**config.mk**
```make
export PLATFORM = sky130hd
export DESIGN_NAME = eip_pin_func
export DESIGN_NICKNAME = d
export VERILOG_FILES = /design/src/eip_pkg.sv /design/src/eip_pin_func.sv
export SDC_FILE = /design/constraint.sdc
export NUM_CORES = 1
export LEC_CHECK = 0
export BUFFER_PORTS_ARGS = -buffer_cell sky130_fd_sc_hd__buf_4
export CORE_ASPECT_RATIO = 0.7
export CORE_MARGIN = 2
export CORE_UTILIZATION = 53
export DETAILED_ROUTE_END_ITERATION = 10
export PLACE_DENSITY = 0.87
export SETUP_SLACK_MARGIN = 0.05
export SYNTH_ARGS = -nofsm -noshare
export SYNTH_HDL_FRONTEND = slang
export SYNTH_SLANG_ARGS = --single-unit
```
**constraint.sdc**
```tcl
create_clock -name pclk -period 3.35 [get_ports pclk]
set_input_delay 0.1675 -clock pclk [delete_from_list [all_inputs] [get_ports pclk]]
set_output_delay 0.1675 -clock pclk [all_outputs]
set_load 0.02 [all_outputs]
```
**src/eip_pkg.sv**
```systemverilog
// Package for the pin-function block: register map, field positions, resets.
// Assumes a 32-bit APB slave with one aligned word per register.
package eip_pkg;
    localparam logic [7:0] EIP_OFS_CTRL    = 8'h00;
    localparam logic [7:0] EIP_OFS_CLKO    = 8'h04;
    localparam logic [7:0] EIP_OFS_IRQ_ST  = 8'h08;
    localparam logic [7:0] EIP_OFS_IRQ_CLR = 8'h0C;
    localparam logic [7:0] EIP_OFS_IRQ_EN  = 8'h10;
    localparam logic [7:0] EIP_OFS_PORT    = 8'h14;
    localparam logic [7:0] EIP_OFS_STATUS  = 8'h18;
    localparam logic [7:0] EIP_OFS_UID     = 8'h1C;
    // Control word fields
    localparam int EIP_CTRL_SEL_A   = 0;
    localparam int EIP_CTRL_SEL_B   = 2;
    localparam int EIP_CTRL_DIV_LO  = 4;
    localparam int EIP_CTRL_DIV_HI  = 5;
    localparam int EIP_CTRL_RSTOUT  = 6;
    localparam int EIP_CTRL_PD      = 7;
    // Clock-output enable fields
    localparam int EIP_CLKO_A       = 0;
    localparam int EIP_CLKO_B       = 2;
    // Interrupt status layout: a,b,c,d,e
    localparam int EIP_NIRQ         = 5;
    localparam int EIP_IRQ_A        = 0;
    localparam int EIP_IRQ_B        = 1;
    localparam int EIP_IRQ_C        = 2;
    localparam int EIP_IRQ_D        = 3;
    localparam int EIP_IRQ_E        = 4;
    localparam logic [7:0]  EIP_CTRL_RST  = 8'h00;
    localparam logic [2:0]  EIP_CLKO_RST  = 3'h0;
    localparam logic [1:0]  EIP_DIV_OFF   = 2'h0;
    localparam logic [1:0]  EIP_DIV_1     = 2'h1;
    localparam logic [1:0]  EIP_DIV_2     = 2'h2;
    localparam logic [1:0]  EIP_DIV_4     = 2'h3;
    // Pin reset: two machine cycles, one clock each
    localparam int          EIP_RST_MIN_CYC = 2;
    localparam int          EIP_UID_BYTES   = 7;
    localparam int          EIP_FLASH_BYTES = 512;
endpackage : eip_pkg

```
**src/eip_pin_func.sv**
```systemverilog
// Pin functions of a small eight-pin controller: five external interrupts,
// clock-output steering, master clock divider, pin reset, reset indicator.
// Assumes pins synchronous to pclk and a single APB master.
//
// Added by the designer: the address map and the APB register port.
`timescale 1ns/1ps
module eip_pin_func
    import eip_pkg::*;
#(
    parameter int          FLASH_BYTES = EIP_FLASH_BYTES,
    parameter logic [55:0] UID_VALUE   = 56'h0123456789ABCD  // Arbitrary value
) (
    // Clock and reset
    input  wire logic        pclk,
    input  wire logic        presetn,
    // APB slave
    input  wire logic        psel,
    input  wire logic        penable,
    input  wire logic        pwrite,
    input  wire logic [7:0]  paddr,
    input  wire logic [31:0] pwdata,
    output logic      [31:0] prdata,
    output logic             pready,
    output logic             pslverr,
    // Interrupt pins
    input  wire logic        edge_irq_a,
    input  wire logic        edge_irq_b,
    input  wire logic        fall_irq_c,
    input  wire logic        fall_irq_d,
    input  wire logic        fall_irq_e,
    // Programming-time option, counter clocks and master clock
    input  wire logic        reset_pin_option,
    input  wire logic        counter_a_clock_out,
    input  wire logic        counter_b_clock_out,
    input  wire logic        master_clock,
    // Shared pin drivers, oe low while driving
    output logic             pin_c0_out,
    output logic             pin_c0_oe_n,
    output logic             pin_c5_out,
    output logic             pin_c5_oe_n,
    output logic             master_clock_out_pin,
    output logic             master_clock_out_oe_n,
    output logic             reset_indicator_out,
    // System side
    output logic             irq,
    output logic             wake,
    output logic             pin_reset_req
);
    typedef struct packed {
        logic [7:0]          ctrl;
        logic [2:0]          clko;
        logic [EIP_NIRQ-1:0] st;
        logic [EIP_NIRQ-1:0] en;
        logic [EIP_NIRQ-1:0] s1;
        logic [EIP_NIRQ-1:0] s2;
        logic [EIP_NIRQ-1:0] prev;
        logic [1:0]          hi_cnt;
        logic                in_reset;
        logic [1:0]          div_cnt;
        logic                mclk_q;
        logic [31:0]         rdata;
        logic                ready;
        logic                err;
        logic                irq;
        logic                wake;
        logic                c0;
        logic                c0_oe_n;
        logic                c5;
        logic                c5_oe_n;
        logic                mco;
        logic                mco_oe_n;
        logic                rso;
    } eip_state_t;

    eip_state_t st_r;
    eip_state_t st_nxt;

    function automatic logic known_addr(input logic [7:0] a);
        known_addr = (a == EIP_OFS_CTRL) || (a == EIP_OFS_CLKO) || (a == EIP_OFS_IRQ_ST) ||
                     (a == EIP_OFS_IRQ_CLR) || (a == EIP_OFS_IRQ_EN) ||
                     (a == EIP_OFS_PORT) || (a == EIP_OFS_STATUS) || (a == EIP_OFS_UID);
    endfunction : known_addr

    logic [EIP_NIRQ-1:0] pins;
    logic [EIP_NIRQ-1:0] fall;
    logic [EIP_NIRQ-1:0] rise;
    logic [EIP_NIRQ-1:0] ev;
    logic [EIP_NIRQ-1:0] clr;
    logic                wr;
    logic                rd_phase;
    logic                div_tick;

    assign pins = {fall_irq_e, fall_irq_d, fall_irq_c, edge_irq_b, edge_irq_a};

    always_comb begin
        st_nxt   = st_r;
        // Second stage feeds edge logic, port readback and pin reset; first stage stays clean
        st_nxt.s1   = pins;
        st_nxt.s2   = st_r.s1;
        st_nxt.prev = st_r.s2;
        fall = st_r.prev & ~st_r.s2;
        rise = ~st_r.prev & st_r.s2;
        ev   = '0;
        ev[EIP_IRQ_A] = fall[EIP_IRQ_A] |
                        (rise[EIP_IRQ_A] & ~st_r.ctrl[EIP_CTRL_SEL_A]);
        ev[EIP_IRQ_B] = fall[EIP_IRQ_B] |
                        (rise[EIP_IRQ_B] & ~st_r.ctrl[EIP_CTRL_SEL_B]);
        ev[EIP_IRQ_C] = fall[EIP_IRQ_C];
        ev[EIP_IRQ_D] = fall[EIP_IRQ_D];
        ev[EIP_IRQ_E] = fall[EIP_IRQ_E];

        // APB: zero-wait, answered in the access cycle
        // Access cycle is the one in which ready stands
        wr       = psel & penable & pwrite & st_r.ready;
        rd_phase = psel & ~penable;
        clr      = '0;
        st_nxt.ready = psel & ~penable;
        st_nxt.err   = psel & ~penable & ~known_addr(paddr);
        if (wr) begin
            case (paddr)
                EIP_OFS_CTRL:    st_nxt.ctrl = pwdata[7:0];
                EIP_OFS_CLKO: begin
                    // Only the two steering bits exist
                    st_nxt.clko[EIP_CLKO_A] = pwdata[EIP_CLKO_A];
                    st_nxt.clko[EIP_CLKO_B] = pwdata[EIP_CLKO_B];
                end
                EIP_OFS_IRQ_CLR: clr         = pwdata[EIP_NIRQ-1:0];
                EIP_OFS_IRQ_EN:  st_nxt.en   = pwdata[EIP_NIRQ-1:0];
                default:         st_nxt.ctrl = st_r.ctrl;
            endcase
        end
        // Set wins over a clear in the same cycle
        st_nxt.st = (st_r.st & ~clr) | ev;
        st_nxt.irq = |(st_nxt.st & st_nxt.en);
        st_nxt.rdata = st_r.rdata;
        if (rd_phase) begin
            case (paddr)
                EIP_OFS_CTRL:   st_nxt.rdata = {24'h000000, st_r.ctrl};
                EIP_OFS_CLKO:   st_nxt.rdata = {29'h00000000, st_r.clko};
                EIP_OFS_IRQ_ST: st_nxt.rdata = {27'h0000000, st_r.st};
                EIP_OFS_IRQ_EN: st_nxt.rdata = {27'h0000000, st_r.en};
                EIP_OFS_PORT:   st_nxt.rdata = {27'h0000000, st_r.s2};
                EIP_OFS_STATUS: st_nxt.rdata = {30'h00000000, st_r.in_reset,
                                                st_r.wake};
                // Register returns the low four bytes of the identifier; upper bytes are not readable
                EIP_OFS_UID:    st_nxt.rdata = UID_VALUE[31:0];
                default:        st_nxt.rdata = 32'h00000000;
            endcase
        end

        // Wake pulses while power-down flag set; c,d,e edges and b edges as selected, not gated by the interrupt enables
        st_nxt.wake = st_r.ctrl[EIP_CTRL_PD] &
                      (ev[EIP_IRQ_B] | ev[EIP_IRQ_C] | ev[EIP_IRQ_D] | ev[EIP_IRQ_E]);
        if (st_nxt.wake) begin
            st_nxt.ctrl[EIP_CTRL_PD] = 1'b0;
        end

        // Pin reset: pin c shares with reset function when option set
        st_nxt.hi_cnt = st_r.hi_cnt;
        if (reset_pin_option && st_r.s2[EIP_IRQ_C]) begin
            if (st_r.hi_cnt != 2'(EIP_RST_MIN_CYC)) begin
                st_nxt.hi_cnt = st_r.hi_cnt + 2'h1;
            end
        end else begin
            st_nxt.hi_cnt = 2'h0;
        end
        st_nxt.in_reset = (st_nxt.hi_cnt == 2'(EIP_RST_MIN_CYC));
        if (st_nxt.in_reset) begin
            st_nxt.ctrl = EIP_CTRL_RST;
            st_nxt.clko = EIP_CLKO_RST;
            st_nxt.st   = '0;
            st_nxt.en   = '0;
            st_nxt.irq  = 1'b0;
        end

        // Indicator low through reset, then software controlled
        st_nxt.rso = st_nxt.ctrl[EIP_CTRL_RSTOUT] & ~st_nxt.in_reset;

        // Counter clock steering
        st_nxt.c0      = st_r.clko[EIP_CLKO_B] & counter_b_clock_out;
        st_nxt.c0_oe_n = ~st_r.clko[EIP_CLKO_B];
        st_nxt.c5      = st_r.clko[EIP_CLKO_A] & counter_a_clock_out;
        st_nxt.c5_oe_n = ~st_r.clko[EIP_CLKO_A];

        // Master clock divider; source sampled as plain input
        st_nxt.mclk_q  = master_clock;
        div_tick       = master_clock & ~st_r.mclk_q;
        st_nxt.div_cnt = div_tick ? st_r.div_cnt + 2'h1 : st_r.div_cnt;
        case ({st_r.ctrl[EIP_CTRL_DIV_HI], st_r.ctrl[EIP_CTRL_DIV_LO]})
            EIP_DIV_OFF: begin
                st_nxt.mco      = 1'b0;
                st_nxt.mco_oe_n = 1'b1;
            end
            EIP_DIV_1: begin
                st_nxt.mco      = master_clock;
                st_nxt.mco_oe_n = 1'b0;
            end
            EIP_DIV_2: begin
                st_nxt.mco      = st_r.div_cnt[0];
                st_nxt.mco_oe_n = 1'b0;
            end
            EIP_DIV_4: begin
                st_nxt.mco      = st_r.div_cnt[1];
                st_nxt.mco_oe_n = 1'b0;
            end
            default: begin
                st_nxt.mco      = 1'b0;
                st_nxt.mco_oe_n = 1'b1;
            end
        endcase
    end

    always_ff @(posedge pclk or negedge presetn) begin
        if (!presetn) begin
            st_r          <= '0;
            // Pins idle high; avoids a false rising edge after reset
            st_r.s1       <= '1;
            st_r.s2       <= '1;
            st_r.prev     <= '1;
            st_r.c0_oe_n  <= 1'b1;
            st_r.c5_oe_n  <= 1'b1;
            st_r.mco_oe_n <= 1'b1;
        end else begin
            st_r <= st_nxt;
        end
    end

    assign prdata                = st_r.rdata;
    assign pready                = st_r.ready;
    assign pslverr               = st_r.err;
    assign irq                   = st_r.irq;
    assign wake                  = st_r.wake;
    assign pin_reset_req         = st_r.in_reset;
    assign pin_c0_out            = st_r.c0;
    assign pin_c0_oe_n           = st_r.c0_oe_n;
    assign pin_c5_out            = st_r.c5;
    assign pin_c5_oe_n           = st_r.c5_oe_n;
    assign master_clock_out_pin  = st_r.mco;
    assign master_clock_out_oe_n = st_r.mco_oe_n;
    assign reset_indicator_out   = st_r.rso;
endmodule : eip_pin_func

```
==> results.md <==
- Drc violations: 0
- Reg power frac: 0.511
- First-pass GRT wire length: 9.34 mm
- Fillers: 383
- Pwr Density: 461 mW/mm2
- Num rows: 21
- Status: finished clean
- Fin. Hold Viols: 0
- Max Freq: 468 MHz
- Max Clock Skew: 11.4 ps
- Core footprint: 0.00486 mm2
- Dpl hpwl: 3.92 mm
- CTS root buf: clkbuf_8
- Via count: 1907
- Final non-filler cell total: 373
- Commonest cells in the synthesized netlist: dfrtp_1 (42), buf_4 (32), nand2_1 (27)
- Crit path max fanout: 5
- Critical path data required time: 3570 ps
- # IOs: 98
- Max-cap violations: 0
- Synth Warn #: 0
- Crit path DAT: 2360 ps
- Reg clk slew, reported paths: 70 ps
- Clock power frac: 0.405
- Net Sw Power: 0.000351 W
- Leakage: 1.57 nW
- Worst slew pin tran: 769 ps
- Ys flop type: dfrtp_1
- CP Capture Type: register
- DIE WIDTH: 89.8 um
- Die Footprint: 0.00576 mm2
- Total grt overflow: 0
- GR Util All Layers: 0.216
- CP Launch Point: pready
- Sequential area share after synthesis: 0.557
- PortBufs: 62
- 1st-iter DRT viols: 156
- TritonRoute pass-1 iters: 4
- Total power: 0.00153 W
- Yosys reg bits: 60
- Worst hold path type: in2reg
- Synth cell types: 40
- Syn Std Cell Area: 0.00273 mm2
- CTS tree: yes
- Drt wl/cell: 14.8 um
- Count of pins over their slew limit: 0
- Num Clock Sinks: 60
- Clock period minus worst slack: 2140 ps
- Switching Fraction: 0.229
- Initial antenna violation count: 0
- Post-CTS sizing: 0
- Final setup viols: 0
- Layout Area Growth over Synthesis: 21.6%
- Vias in the first global route: 1870
- Largest cells by area after synthesis: dfrtp_1 (38%), dfstp_2 (17%), buf_4 (8.8%), nand2_1 (3.7%), mux2i_1 (3.7%)
- Clock Tree Buf Depth: 2
- RSZ-0062 raised after global routing: false
- WS Path Type: reg2reg
- Routed Antenna Nets: 0
- Ant. Diodes: 0
- H-tree Lvls: 3
- Placed Area: 0.00307 mm2
- EDFF count, synth: 0
- Final instance area: 0.00333 mm2
- Nets: 354
- Mean Syn Cell Area: 11.1 um2
- P_int: 0.00118 W
- Async S/R FF share, synth: 1.00
- Clk Latency, worst-skew pair: 340 ps
- Power share of the combinational group: 0.084
- Vias per cell: 5.11
- Largest net degree at the start of global routing: 61
- Postcts setup bufs: 0
- Post-Synthesis Cells: 247
- Placed cell count: 350
- Detailed Route WL: 5.52 mm
- Initial Utilization: 0.562
- GPL Wtd Cong: 0.843
- Final period utilization: 0.638
- Top-count cell post-synth: dfrtp_1
- Setup TNS: 0 ps
- Die Ht: 64.1 um
- CTS buffer count: 9
- Setup crit start kind: register
- R2r startpoint: pready
- Fin Hold WS: 51.8 ps
- Cell taking the most area after synthesis: dfrtp_1
- Share of the synthesized area in the top cell type: 0.384
- Slew HR: 0.483
- Share of layout cells above drive strength 1: 0.352
- VDD IR max: 0.327 mV
- Min-delay src: counter_b_clock_out
## stage by stage
stage	setup WS (ps)	util
detailed placement	969	0.631
finish	1210	0.684
floorplan	1430	-
CTS	1230	0.684
global route	1090	0.684
global placement	1010	0.631
## registers in the layout, indices dropped and copies added (netlist names)
name / cells
st_r: 30
st_nxt: 10
prdata: 9
irq: 1
master_clock_out_oe_n: 1
master_clock_out_pin: 1
pin_c0_oe_n: 1
pin_c0_out: 1
pin_c5_oe_n: 1
pin_c5_out: 1
pin_reset_req: 1
pready: 1
pslverr: 1
wake: 1
## metal layers
metal,vias up,track usage,share of wire
met5,-,0,0
met4,0,0.0750,0.014
met3,8,0.0873,0.092
met2,89,0.314,0.44
met1,896,0.297,0.46
li1,914,-,-
## worst max-delay path, stage by stage, from the launching register on
cell     delay, ps
dfrtp_1        380
nand4_1        280
nor4_4         560
mux2i_1        330
o22ai_1        120
o32a_1         350
## what timing repair did
| action | 4_1_cts | 5_1_grt |
|---|---|---|
| setup endpoints to repair | 0 | 0 |
| hold buffers | 7 | 0 |
| hold endpoints to repair | 48 | 0 |
## final timing paths
check	end	slack, ps	cells after the start
worst max-delay path	irq	1210	5
worst min-delay path	pin_c0_out	50	2
worst max register to register	irq	1210	5
worst min register to register	st_nxt[53]	350	0
max in group asynchronous	st_r[78]	2450	2
min in group asynchronous	pin_c5_out	420	2
## placed cells by master (no fill, tap or decap), types with 3 or more instances in the layout
master / synthesis / final
nor2_1: 20 / 20
dfstp_2: 18 / 18
buf_4: 32 / 64
dfrtp_1: 42 / 42
mux2_2: 3 / 3
o21ai_0: 5 / 5
nor2b_1: 4 / 4
conb_1: 1 / 11
inv_1: 8 / 8
a21oi_1: 14 / 14
dlygate4sd3_1: 0 / 7
clkbuf_1: 7 / 3
a221o_1: 3 / 3
a22o_1: 7 / 7
nand2b_1: 3 / 3
nand3_1: 10 / 10
clkbuf_8: 0 / 10
mux2i_1: 10 / 10
nand2_1: 27 / 27
## cells by family (layout without fill, tap and decap cells)
family / after synthesis / after routing / share of synthesized area
flops: 60 / 60 / 0.557
other cells: 1 / 11 / 0.00137
buf+inv: 48 / 95 / 0.110
simple gates: 84 / 84 / 0.164
compound gates: 36 / 36 / 0.0902
xor+xnor: 2 / 2 / 0.00641
mux: 15 / 15 / 0.0654
fa+ha+maj: 1 / 1 / 0.00458
## power by group through the flow
stage          clock network, W  logic (W)  registers [W]
2_1_floorplan                 0  0.0000724       0.000791
3_3_place_gp                  0   0.000119       0.000792
3_5_place_dp                  0   0.000122       0.000795
4_1_cts                0.000637   0.000130       0.000783
5_1_grt                0.000677   0.000143       0.000787
6_report               0.000621   0.000129       0.000783
## area by class of cell
type,count,area [um2],share of cell area
inverters,8,30.0,0.00903
multi-input cells,149,946,0.284
clock buffers,13,149,0.0448
clock inverters,3,40.0,0.0120
flip-flops and latches,60,1520,0.458
well taps,69,86.3,0.0260
repair buffers,71,551,0.166
Power figures use the tool's default switching activity.
